<file path="config.mk">
export PLATFORM = sky130hd
export DESIGN_NAME = dsl_top
export DESIGN_NICKNAME = d
export VERILOG_FILES = /design/src/common/dsl_pkg.sv /design/src/common/dsl_flags_if.sv /design/src/design/dsl_flag_conditioner.sv /design/src/design/dsl_top.sv
export SDC_FILE = /design/constraint.sdc
export NUM_CORES = 1
export LEC_CHECK = 0
export BUFFER_PORTS_ARGS = -buffer_cell sky130_fd_sc_hd__buf_2
export CAP_MARGIN = 20
export CORE_MARGIN = 8
export CORE_UTILIZATION = 47
export DETAILED_ROUTE_END_ITERATION = 8
export PLACE_DENSITY_LB_ADDON = 0.2
export SKIP_LAST_GASP = 1
export SYNTH_ARGS = -nofsm -noshare
export SYNTH_HDL_FRONTEND = slang
export SYNTH_SLANG_ARGS = --single-unit
</file>
<file path="constraint.sdc">
create_clock -name clk_i -period 2.65 [get_ports clk_i]
set_clock_uncertainty 0.05 [all_clocks]
set_input_delay 0.6625 -clock clk_i [delete_from_list [all_inputs] [get_ports clk_i]]
set_output_delay 0.6625 -clock clk_i [all_outputs]
set_load 0.02 [all_outputs]
</file>
<file path="src/common/dsl_pkg.sv">
`default_nettype none

package dsl_pkg;

  // Comparator thresholds in millivolts and degrees Celsius
  localparam int SUPPLY_DIS_MV = 6750;
  localparam int SUPPLY_ENA_MV = 7500;
  localparam int BUS_UVL_MV = 400;
  localparam int BUS_UVU_MV = 500;
  localparam int BUS_OVU_MV = 1250;
  localparam int BUS_OVL_MV = 1150;
  localparam int HEAD_RUN_MV = 1250;
  localparam int TEMP_DIS_C = 145;
  localparam int TEMP_ENA_C = 130;
  // Level the start-state charge source ramps the gain network to
  localparam int CHARGE_TARGET_MV = 1000;
  // Enabled edges after reset before the conditioned flags are valid
  localparam int SETTLE_EDGES = 3;

  // Flag positions inside the conditioned flag vector
  localparam int NUM_FLAGS = 5;
  localparam int FLG_SUPPLY_UV = 0;
  localparam int FLG_BUS_UV = 1;
  localparam int FLG_BUS_OV = 2;
  localparam int FLG_HEAD_OK = 3;
  localparam int FLG_OVERTEMP = 4;

  // Sequencer states, Gray coded along idle, start, run
  typedef enum logic [1:0] {
    ST_IDLE = 2'h0,
    ST_START = 2'h1,
    ST_RUN = 2'h3
  } dsl_state_t;

  // Register byte offsets
  localparam logic [7:0] REG_STATUS = 8'h00;
  localparam logic [7:0] REG_EVENT = 8'h04;
  localparam logic [7:0] REG_EVCLR = 8'h08;
  localparam logic [7:0] REG_EVEN = 8'h0C;

  // Status field positions
  localparam int ST_INHIBIT_BIT = 5;
  localparam int ST_STATE_LSB = 6;

  // Event bit positions
  localparam int NUM_EVENTS = 5;
  localparam int EV_INHIBIT = 0;
  localparam int EV_START = 1;
  localparam int EV_RUN = 2;
  localparam int EV_OVERTEMP = 3;
  localparam int EV_RUN_LOST = 4;

  // Reset values
  localparam logic [NUM_EVENTS-1:0] EVENT_RST = 5'h00;
  localparam logic [NUM_EVENTS-1:0] EVEN_RST = 5'h00;

endpackage

`default_nettype wire

</file>
<file path="src/common/dsl_flags_if.sv">
`default_nettype none

// Conditioned comparator flags passed to the sequencer
interface dsl_flags_if #(
  parameter int N = 5
);
  // One synchronised flag per monitored level, hysteretic except headroom ok
  logic [N-1:0] flags;

  // Producer side
  modport src (output flags);
  // Consumer side
  modport dst (input flags);
endinterface

`default_nettype wire

</file>
<file path="src/design/dsl_flag_conditioner.sv">
`default_nettype none

// Synchronises comparator pins and holds each flag between thresholds
module dsl_flag_conditioner #(
  parameter int N = 5
) (
  // Clock, reset, enable
  input wire logic clk_i,
  input wire logic rst_i,
  input wire logic ce_i,
  // Raw comparator pins: set and clear conditions per flag
  input wire logic [N-1:0] set_raw_i,
  input wire logic [N-1:0] clr_raw_i,
  // Conditioned flags
  dsl_flags_if.src flags_if
);

  genvar g;

  generate
    for (g = 0; g < N; g++)
    begin : gen_flag
      // Two stage synchronisers, first stage read only by second
      logic set_m, set_s, clr_m, clr_s;
      // Held flag
      logic flag;

      // Two flip-flops before any logic sees a pin
      always_ff @(posedge clk_i)
      begin
        if (rst_i)
        begin
          set_m <= 1'b0;
          set_s <= 1'b0;
          clr_m <= 1'b0;
          clr_s <= 1'b0;
        end
        else if (ce_i)
        begin
          set_m <= set_raw_i[g];
          set_s <= set_m;
          clr_m <= clr_raw_i[g];
          clr_s <= clr_m;
        end
      end

      // Set on one threshold, clear only past the other
      always_ff @(posedge clk_i)
      begin
        if (rst_i)
          flag <= 1'b0;
        else if (ce_i)
        begin
          if (set_s)
            flag <= 1'b1;
          else if (clr_s)
            flag <= 1'b0;
        end
      end

      assign flags_if.flags[g] = flag;
    end
  endgenerate

endmodule

`default_nettype wire

</file>
<file path="src/design/dsl_top.sv">
// The address map and register access over Wishbone were decided locally.
`default_nettype none

// Supervisory sequencer of the LED driver with a Wishbone status port
module dsl_top (
  // Clock, reset, enable
  input wire logic clk_i,
  input wire logic rst_i,
  input wire logic ce_i,

  // Wishbone classic slave
  input wire logic wb_cyc_i,
  input wire logic wb_stb_i,
  input wire logic wb_we_i,
  input wire logic [7:0] wb_adr_i,
  input wire logic [3:0] wb_sel_i,
  input wire logic [31:0] wb_dat_i,
  output logic [31:0] wb_dat_o,
  output logic wb_ack_o,

  // Supply comparator pins
  input wire logic supply_below_dis_i,
  input wire logic supply_above_ena_i,

  // Bus sense comparator pins
  input wire logic bus_below_uvl_i,
  input wire logic bus_above_uvu_i,
  input wire logic bus_above_ovu_i,
  input wire logic bus_below_ovl_i,

  // Headroom sense comparator pin
  input wire logic headroom_above_run_i,

  // Die temperature comparator pins
  input wire logic temp_above_dis_i,
  input wire logic temp_below_ena_i,

  // Headroom amplifier output mode
  output logic amp_ground_o,
  output logic amp_charge_en_o,
  output logic amp_loop_en_o,

  // Converter and reference control
  output logic switching_en_o,
  output logic full_ref_o,
  output logic inhibit_o,

  // Interrupt
  output logic irq_o
);

  // Pin conditions that set each flag
  logic [dsl_pkg::NUM_FLAGS-1:0] set_raw;
  // Pin conditions that clear each flag
  logic [dsl_pkg::NUM_FLAGS-1:0] clr_raw;

  // Conditioned flags from the conditioner
  dsl_flags_if #(.N(dsl_pkg::NUM_FLAGS)) flags_if ();

  // Named views of the conditioned flags
  logic supply_undervoltage_flag;
  logic bus_undervoltage_flag;
  logic bus_overvoltage_flag;
  logic headroom_ok_flag;
  logic overtemperature_flag;

  // Fault combination
  logic inhibit_req;

  // Sequencer state
  dsl_pkg::dsl_state_t state;
  dsl_pkg::dsl_state_t next_state;

  // Ones shift in after reset; the top bit marks the flags valid
  logic [dsl_pkg::SETTLE_EDGES-1:0] settle_sr;

  // Previous values for event edges
  logic inhibit_prev;
  logic overtemp_prev;

  // Events raised this cycle
  logic [dsl_pkg::NUM_EVENTS-1:0] ev_set;
  // Sticky events, enables and clear strobe
  logic [dsl_pkg::NUM_EVENTS-1:0] ev_status;
  logic [dsl_pkg::NUM_EVENTS-1:0] ev_enable;
  logic [dsl_pkg::NUM_EVENTS-1:0] ev_clear;

  // Bus request qualifiers
  logic bus_req;
  logic bus_wr;
  logic [31:0] rd_data;

  // Amplifier mode per state: ground, charge, loop
  function automatic logic [2:0] amp_mode(dsl_pkg::dsl_state_t s);
    logic [2:0] m;
    m = 3'h4;
    case (s)
      dsl_pkg::ST_IDLE:
        m = 3'h4;
      dsl_pkg::ST_START:
        m = 3'h2;
      dsl_pkg::ST_RUN:
        m = 3'h1;
      default:
        m = 3'h4;
    endcase
    return m;
  endfunction

  // Map pins onto the flag set and clear conditions
  always_comb
  begin
    set_raw = '0;
    clr_raw = '0;
    // Supply below 6.75V sets, above 7.5V clears
    set_raw[dsl_pkg::FLG_SUPPLY_UV] = supply_below_dis_i;
    clr_raw[dsl_pkg::FLG_SUPPLY_UV] = supply_above_ena_i;
    // Bus sense below 0.4V sets, above 0.5V clears
    set_raw[dsl_pkg::FLG_BUS_UV] = bus_below_uvl_i;
    clr_raw[dsl_pkg::FLG_BUS_UV] = bus_above_uvu_i;
    // Bus sense above 1.25V sets, below 1.15V clears
    set_raw[dsl_pkg::FLG_BUS_OV] = bus_above_ovu_i;
    clr_raw[dsl_pkg::FLG_BUS_OV] = bus_below_ovl_i;
    // One threshold both ways, so no hysteresis band
    set_raw[dsl_pkg::FLG_HEAD_OK] = headroom_above_run_i;
    clr_raw[dsl_pkg::FLG_HEAD_OK] = ~headroom_above_run_i;
    // Above 145C sets, below 130C clears
    set_raw[dsl_pkg::FLG_OVERTEMP] = temp_above_dis_i;
    clr_raw[dsl_pkg::FLG_OVERTEMP] = temp_below_ena_i;
  end

  // Synchronise and hold the comparator flags
  dsl_flag_conditioner #(
    .N(dsl_pkg::NUM_FLAGS)
  ) u_cond (
    .clk_i(clk_i),
    .rst_i(rst_i),
    .ce_i(ce_i),
    .set_raw_i(set_raw),
    .clr_raw_i(clr_raw),
    .flags_if(flags_if.src)
  );

  // Name the conditioned flags
  assign supply_undervoltage_flag = flags_if.flags[dsl_pkg::FLG_SUPPLY_UV];
  assign bus_undervoltage_flag = flags_if.flags[dsl_pkg::FLG_BUS_UV];
  assign bus_overvoltage_flag = flags_if.flags[dsl_pkg::FLG_BUS_OV];
  assign headroom_ok_flag = flags_if.flags[dsl_pkg::FLG_HEAD_OK];
  assign overtemperature_flag = flags_if.flags[dsl_pkg::FLG_OVERTEMP];

  // Any fault inhibits; only all clear releases
  assign inhibit_req = supply_undervoltage_flag
    | bus_undervoltage_flag
    | bus_overvoltage_flag
    | overtemperature_flag;

  // Next state of the sequencer
  always_comb
  begin
    next_state = state;
    case (state)
      dsl_pkg::ST_IDLE:
      begin
        // Leave idle only once inhibit is gone
        if (!inhibit_req)
          next_state = dsl_pkg::ST_START;
        else
          next_state = dsl_pkg::ST_IDLE;
      end
      dsl_pkg::ST_START:
      begin
        // Inhibit beats headroom ok
        if (inhibit_req)
          next_state = dsl_pkg::ST_IDLE;
        else if (headroom_ok_flag)
          next_state = dsl_pkg::ST_RUN;
      end
      dsl_pkg::ST_RUN:
      begin
        // Headroom ok is not looked at here
        if (inhibit_req)
          next_state = dsl_pkg::ST_IDLE;
      end
      default:
        next_state = dsl_pkg::ST_IDLE;
    endcase
    // Overtemperature always lands in idle
    if (overtemperature_flag)
      next_state = dsl_pkg::ST_IDLE;
    // Flags still filling after reset would hide a power-up fault
    if (!settle_sr[dsl_pkg::SETTLE_EDGES-1])
      next_state = dsl_pkg::ST_IDLE;
  end

  // Counts the synchroniser fill time after reset
  always_ff @(posedge clk_i)
  begin
    if (rst_i)
      settle_sr <= '0;
    else if (ce_i)
      settle_sr <= {settle_sr[dsl_pkg::SETTLE_EDGES-2:0], 1'b1};
  end

  // State register, idle from reset
  always_ff @(posedge clk_i)
  begin
    if (rst_i)
      state <= dsl_pkg::ST_IDLE;
    else if (ce_i)
      state <= next_state;
  end

  // Output register, follows the state in the same cycle
  always_ff @(posedge clk_i)
  begin
    if (rst_i)
    begin
      amp_ground_o <= 1'b1;
      amp_charge_en_o <= 1'b0;
      amp_loop_en_o <= 1'b0;
      switching_en_o <= 1'b0;
      full_ref_o <= 1'b0;
    end
    else if (ce_i)
    begin
      // Amplifier mode decoded from the coming state
      {amp_ground_o, amp_charge_en_o, amp_loop_en_o}
        <= amp_mode(next_state);
      // Converter switches outside idle
      switching_en_o <= (next_state != dsl_pkg::ST_IDLE);
      // Full current reference only while running
      full_ref_o <= (next_state == dsl_pkg::ST_RUN);
    end
  end

  // Registered inhibit and edge history
  always_ff @(posedge clk_i)
  begin
    if (rst_i)
    begin
      inhibit_o <= 1'b0;
      inhibit_prev <= 1'b0;
      overtemp_prev <= 1'b0;
    end
    else if (ce_i)
    begin
      inhibit_o <= inhibit_req;
      inhibit_prev <= inhibit_req;
      overtemp_prev <= overtemperature_flag;
    end
  end

  // Events raised this cycle
  always_comb
  begin
    ev_set = '0;
    // Inhibit rising
    ev_set[dsl_pkg::EV_INHIBIT] = inhibit_req & ~inhibit_prev;
    // Start entered
    ev_set[dsl_pkg::EV_START] = (state != dsl_pkg::ST_START)
      && (next_state == dsl_pkg::ST_START);
    // Run entered
    ev_set[dsl_pkg::EV_RUN] = (state != dsl_pkg::ST_RUN)
      && (next_state == dsl_pkg::ST_RUN);
    // Overtemperature rising
    ev_set[dsl_pkg::EV_OVERTEMP] = overtemperature_flag & ~overtemp_prev;
    // Fall from run back to idle
    ev_set[dsl_pkg::EV_RUN_LOST] = (state == dsl_pkg::ST_RUN)
      && (next_state == dsl_pkg::ST_IDLE);
  end

  // Bus request decode
  assign bus_req = wb_cyc_i & wb_stb_i & ~wb_ack_o;
  // Writes land on the edge at which the master sees acknowledge
  assign bus_wr = wb_cyc_i & wb_stb_i & wb_ack_o & wb_we_i & wb_sel_i[0];

  // Write-one-to-clear strobe for the event register
  always_comb
  begin
    ev_clear = '0;
    if (bus_wr && (wb_adr_i == dsl_pkg::REG_EVCLR))
      ev_clear = wb_dat_i[dsl_pkg::NUM_EVENTS-1:0];
  end

  // Sticky events; a new event wins over a clear
  always_ff @(posedge clk_i)
  begin
    if (rst_i)
      ev_status <= dsl_pkg::EVENT_RST;
    else if (ce_i)
      ev_status <= (ev_status & ~ev_clear) | ev_set;
  end

  // Event enable register
  always_ff @(posedge clk_i)
  begin
    if (rst_i)
      ev_enable <= dsl_pkg::EVEN_RST;
    else if (ce_i && bus_wr && (wb_adr_i == dsl_pkg::REG_EVEN))
      ev_enable <= wb_dat_i[dsl_pkg::NUM_EVENTS-1:0];
  end

  // Interrupt level, registered
  always_ff @(posedge clk_i)
  begin
    if (rst_i)
      irq_o <= 1'b0;
    else if (ce_i)
      irq_o <= |(((ev_status & ~ev_clear) | ev_set) & ev_enable);
  end

  // Read multiplexer; unmapped and write-only read as zero
  always_comb
  begin
    rd_data = '0;
    if (wb_adr_i == dsl_pkg::REG_STATUS)
    begin
      rd_data[dsl_pkg::NUM_FLAGS-1:0] = flags_if.flags;
      rd_data[dsl_pkg::ST_INHIBIT_BIT] = inhibit_req;
      rd_data[dsl_pkg::ST_STATE_LSB +: 2] = state;
    end
    else if (wb_adr_i == dsl_pkg::REG_EVENT)
      rd_data[dsl_pkg::NUM_EVENTS-1:0] = ev_status;
    else if (wb_adr_i == dsl_pkg::REG_EVEN)
      rd_data[dsl_pkg::NUM_EVENTS-1:0] = ev_enable;
    else
      rd_data = '0;
  end

  // Acknowledge one cycle after the request, then drop
  always_ff @(posedge clk_i)
  begin
    if (rst_i)
      wb_ack_o <= 1'b0;
    else if (ce_i)
      wb_ack_o <= bus_req;
  end

  // Read data captured with the acknowledge
  always_ff @(posedge clk_i)
  begin
    if (rst_i)
      wb_dat_o <= 32'h0000_0000;
    else if (ce_i)
    begin
      if (bus_req && !wb_we_i)
        wb_dat_o <= rd_data;
      else
        wb_dat_o <= 32'h0000_0000;
    end
  end

endmodule

`default_nettype wire

</file>
==> results.cfg, run 1 <==
[layout]
antennaDiodeCount = 0
drive_gt1_share_pct = 22.4
post-route-util_pct = 55.3
final_common_cell = dfxtp_1
area_growth_pct = 14.9
final_cell_mix = dfxtp_1, nor2_1, buf_2
layout.nets = 394

[timing]
relSlewSlack_pct = 64.2
finalCriticalPeriod_ns = 2.18
rsz0062_at_grt = no
max_freq_ghz = 0.459
fin_crit_sh_pct = 82.3
tightest_slew_ns = 0.538
hold_violations = 0
setup_ws_ns = 0.469
drv_slew = 0
finalSetupTns_ns = 0
setup_viol = 0

[logic_synthesis]
synth_edf_count = 0
ys_ff_latch = 57
synth_cell_type_count = 43
async_reset_ff_share_pct = 0
ys_seq_area_share_pct = 43.3
yosysTopAreaCell = dfxtp_1
syn_avg_cell_area_sq_um = 8.96
synth_top_area_share_pct = 43.3
synth_area_sq_um = 2630
synth.area.top_cells = dfxtp_1, mux2i_1, buf_4
yosys_warnings = 0
syn_inst = 294
ys.flop_type = dfxtp_1

[hold_path]
hold_path_class = flop to flop
hold_path_startpoint = wb_dat_o[4]

[global_routing]
grt_max_degree = 67
grt_pass1_vias = 2014
use_met3_pct = 7.15
grtUsageMet2_pct = 22.2
gr-usage-all-layers_pct = 13.5
antenna_found_initial = 0
grt_first_pass_wirelength_mm = 9.23
overflow = 0
grt_util_met1_pct = 14.4
busiest_layer = met2

[clock_network]
clock_sinks = 57
ctsHtreeMaxLevel = 3
clkLatencyLatePin_ns = 0.33
post_cts_buffers = 0
clkTransAtPathRegs_ns = 0.06
postCtsHoldBufs = 0
cts-buffers-inserted = 9
post_cts_resized = 0
cts_buffer_depth = 2
cts-root-buf = clkbuf_8
cts_tree = built

[critical_path]
worst_path_max_delay_cell = or4_4
critical-path-top-delay-family = simple AND/OR/NAND/NOR gates
required_ns = 2.78
crit_path_start = wb_adr_i[1]
critPathKind = primary input to flop
start_kind = primary input
cp_cell_sequence = buf_2 > or4_4 > nor4_4 > buf_4 > o21bai_1 > a211oi_1 > a311oi_1
arrival_ns = 2.31
cpPeakStageDelay_ns = 0.55
endpoint_kind = flop
cp_num_buf_inv = 2
worstPathMaxFanout = 10
r2r-start = u_cond.gen_flag[0].flag

[place]
place_congestion = 0.771
dp_hpwl_mm = 3.87
port_buffers = 44
place_ws_ns = 0.149

[die]
core_area_sq_um = 5470
die_w_um = 90.9
die_area_sq_um = 8260
die_height_um = 90.9
start_util_pct = 48.1
row_count = 27
boundaryPins = 99

[detailed_routing]
vias_per_cell = 5.16
drt_iter0_drc = 156
routedWlPerCell_um = 13.2
ant_nets = 0
drcViolationCount = 0
wl_mm = 5.45
vias = 2127
firstDrtPassIters = 4

[pwr]
cellLeakagePower_nw = 1.27
peakVddDrop_mv = 0.391
powerDensity_nw_per_um2 = 610

[flow_run]
drv_cap = 0

[outcome]
status = complete, no violations
-- synthesized netlist by cell type (2+ instances only) --
library cell and instances:
mux2i_1 28, nand3b_1 2, or4_1 2, inv_1 3, nor4_4 3, a31oi_1 2, nor2_1 46, nand2_1 13
o21ai_0 6, nand2b_1 12, buf_1 5, buf_4 24, dfxtp_1 57, clkbuf_1 11, nand4_1 3, a211oi_1 4
and3_1 2, o211ai_1 4, nor2b_1 8, a21oi_1 19, buf_2 2, a22oi_1 7, nand3_1 11
-- power breakdown --
| group | internal (mW) | switching (mW) |
|---|---|---|
| Clock | 0.452 | 0.325 |
| Sequential | 0.881 | 0.0190 |
| Combinational | 0.0597 | 0.108 |
| Total | 1.39 | 0.452 |
-- sequential cells by signal, summed over array words and instances (netlist names), 2 cells and up --
signal	cells
ev_enable	5
u_cond.gen_flag.clr_m	5
u_cond.gen_flag.set_m	5
state	2
u_cond.gen_flag.set_s	5
u_cond.gen_flag.clr_s	5
ev_status	5
settle_sr	3
wb_dat_o	8
u_cond.gen_flag.flag	5
-- worst paths after layout --
path,endpoint,slack (ns),cells after the start
setup reg to reg,irq_o,0.69,5
hold / removal,wb_dat_o[4],0.41,2
hold reg to reg,wb_dat_o[4],0.41,2
setup / recovery,irq_o,0.47,7
-- final cells by class --
type | count | area, sq um
sequential | 57 | 1140
timing repair buffer | 49 | 270
fill | 546 | 2450
clock inverter | 6 | 57.6
clock buffer | 10 | 138
tap | 72 | 90.1
multi-input combinational | 214 | 1310
inverter | 4 | 15.0
-- logic make-up (layout without fill, tap and decap cells) --
family / Yosys count / in the layout / share of synthesized area [%]
buf+inv: 46 / 69 / 10.1
compound gates: 52 / 52 / 12.7
simple gates: 110 / 110 / 23.1
mux: 28 / 28 / 10.6
other cells: 1 / 24 / 0.142
flops: 57 / 57 / 43.3
-- metrics by stage --
stage               power, mW  hold WS, ns  std cells  area, sq um
detailed placement       1.09        0.407        396         2830
global route             1.93        0.440        412         3030
CTS                      1.87        0.415        412         3030
floorplan                1.06        0.384        317         2720
finish                   1.84        0.414        412         3030
global placement         1.08        0.397        396         2830
-- tightest hold or removal path: stages, from the launching register on --
cell and delay (ns):
dfxtp_1 0.30, nand2b_1 0.06, a21oi_1 0.05
-- layer usage --
layer | vias to the layer above | part of all wire (%)
met1 | 1003 | 43
met2 | 60 | 49
met3 | 6 | 7.9
met5 | - | 0
met4 | 0 | 0.99
li1 | 1058 | -
No activity file was read; power rests on OpenSTA's default activity.
==> inputs of run 2 (changes only) <==
CORE_UTILIZATION = 44   (was 47)
clock period = 1.76 ns   (was 2.65 ns; I/O delays follow)
==> run 2 against run 1 <==
  * Sequential cell count did not move
  * Highest routed layer unchanged
  * Wire length up 9.3%
  * Final area rose by 8.6%
  * Global-route usage up 0.18 points
  * Largest power group unchanged
  * Critical endpoint is now wb_dat_o[5]
  * Hold slack got worse by 0.12 ns
  * The run now ends with negative setup slack left
  * Clock power is 54% higher
==> results.cfg, run 2 (same netlist as run 1, synthesis figures left out) <==
[outcome]
status = finished, violations left
violations = negative setup slack

[layout]
drive_gt1_share_pct = 29.4
largest_register = wb_dat_o
antennaDiodeCount = 0
layout.nets = 415
stdcell_count = 435
final_common_cell = dfxtp_1
area_growth_pct = 24.8
finalInstanceArea_sq_um = 3290
largest_reg_flops = 8
final_cell_mix = dfxtp_1, nor2_1, buf_2

[die]
die_w_um = 93.4
row_count = 28
die_height_um = 93.4
core_area_sq_um = 5850
start_util_pct = 45.0
die_area_sq_um = 8720
boundaryPins = 99

[timing]
rsz0062_at_grt = yes
setup_viol = 8
finalCriticalPeriod_ns = 1.84
finalSetupTns_ns = -0.441
hold_violations = 0
fin_crit_sh_pct = 105
drv_slew = 0
max_freq_ghz = 0.544
setup_ws_ns = -0.0795

[critical_path]
endpoint_kind = flop
r2r-start = u_cond.gen_flag[4].flag
critPathKind = primary input to flop
start_kind = primary input
required_ns = 1.97
arrival_ns = 2.05
crit_path_start = wb_adr_i[1]
worstPathMaxFanout = 6

[pwr]
p_int_mw = 2.16
switching_share_pct = 24.0
powerDensity_nw_per_um2 = 866
pwr-share-seq_pct = 47.4
pwr-share-clk_pct = 42.1
p_comb_share_pct = 10.5
p_sw_mw = 0.684
power.total_mw = 2.85
peakVddDrop_mv = 0.551
cellLeakagePower_nw = 1.40

[global_routing]
overflow = 0
grt_first_pass_wirelength_mm = 9.40
gr-usage-all-layers_pct = 13.7
antenna_found_initial = 0
grt_max_degree = 58
grt_pass1_vias = 1996

[place]
dp.cells = 417
dp_hpwl_mm = 4.17
place_congestion = 0.810
place_area_sq_um = 2980
port_buffers = 44

[hold_path]
hold_path_class = primary input to flop
hold_path_startpoint = bus_below_uvl_i

[detailed_routing]
firstDrtPassIters = 4
routedWlPerCell_um = 13.7
drcViolationCount = 0
vias = 2170
vias_per_cell = 4.99
wl_mm = 5.96
ant_nets = 0
drt_iter0_drc = 136

[clock_network]
cts_tree = built
clock_sinks = 57
cts-root-buf = clkbuf_8
cts-buffers-inserted = 9
cts_buffer_depth = 2
ctsHtreeMaxLevel = 3
postCtsHoldBufs = 0
clkTransAtPathRegs_ns = 0.06
clkLatencyLatePin_ns = 0.33

[flow_run]
drv_cap = 0
[run 2: metrics by stage]
step | setup slack, ns | util [%] | hold WS (ns)
after CTS | -0.0624 | 54.8 | 0.281
after floorplan | -0.296 | - | 0.384
after global placement | -0.458 | 51.0 | 0.401
after global routing | -0.161 | 56.2 | 0.291
after detailed placement | -0.488 | 51.0 | 0.408
final | -0.0795 | 56.2 | 0.295
[run 2: per-layer routing]
metal / wire, um / vias to the layer above / global-route usage [%]
met5: 0 / - / 0
met4: 102 / 0 / 6.44
met3: 464 / 11 / 6.09
met2: 2810 / 63 / 21.6
met1: 2580 / 998 / 15.5
li1: - / 1098 / -
[run 2: area by class of cell]
cell class / count / area (sq um)
Sequential cell: 57 / 1140
Clock inverter: 3 / 40.0
Multi-Input combinational cell: 214 / 1380
Fill cell: 547 / 2560
Inverter: 4 / 15.0
Clock buffer: 12 / 155
Tap cell: 75 / 93.8
Timing Repair Buffer: 70 / 462
[run 2: repair_timing]
action,4_1_cts,5_1_grt
pin swaps,7,13
resized for setup,6,13
hold endpoints to repair,0,0
endpoints found under the setup margin,10,18
buffers inserted,0,3
[run 2: path summary, 6_finish.rpt]
path / end / slack (ns) / cells after the start
worst min register to register: wb_dat_o[3] / 0.42 / 2
worst max register to register: irq_o / 0.06 / 5
worst min-delay path: u_cond.gen_flag[1].set_m / 0.30 / 3
worst max-delay path: wb_dat_o[5] / -0.08 / 6
[run 2: critical path, stage by stage]
cell	delay (ns)
buf_6	0.09
or4_4	0.55
or4_4	0.49
nor4_4	0.27
a21oi_1	0.12
nor2_1	0.09
[run 2: power by group through the flow]
stage / Combinational, mW / Clock (mW) / Sequential [mW]
6_report: 0.299 / 1.20 / 1.35
5_1_grt: 0.325 / 1.30 / 1.35
4_1_cts: 0.286 / 1.24 / 1.35
3_5_place_dp: 0.281 / 0 / 1.38
3_3_place_gp: 0.279 / 0 / 1.37
2_1_floorplan: 0.220 / 0 / 1.38
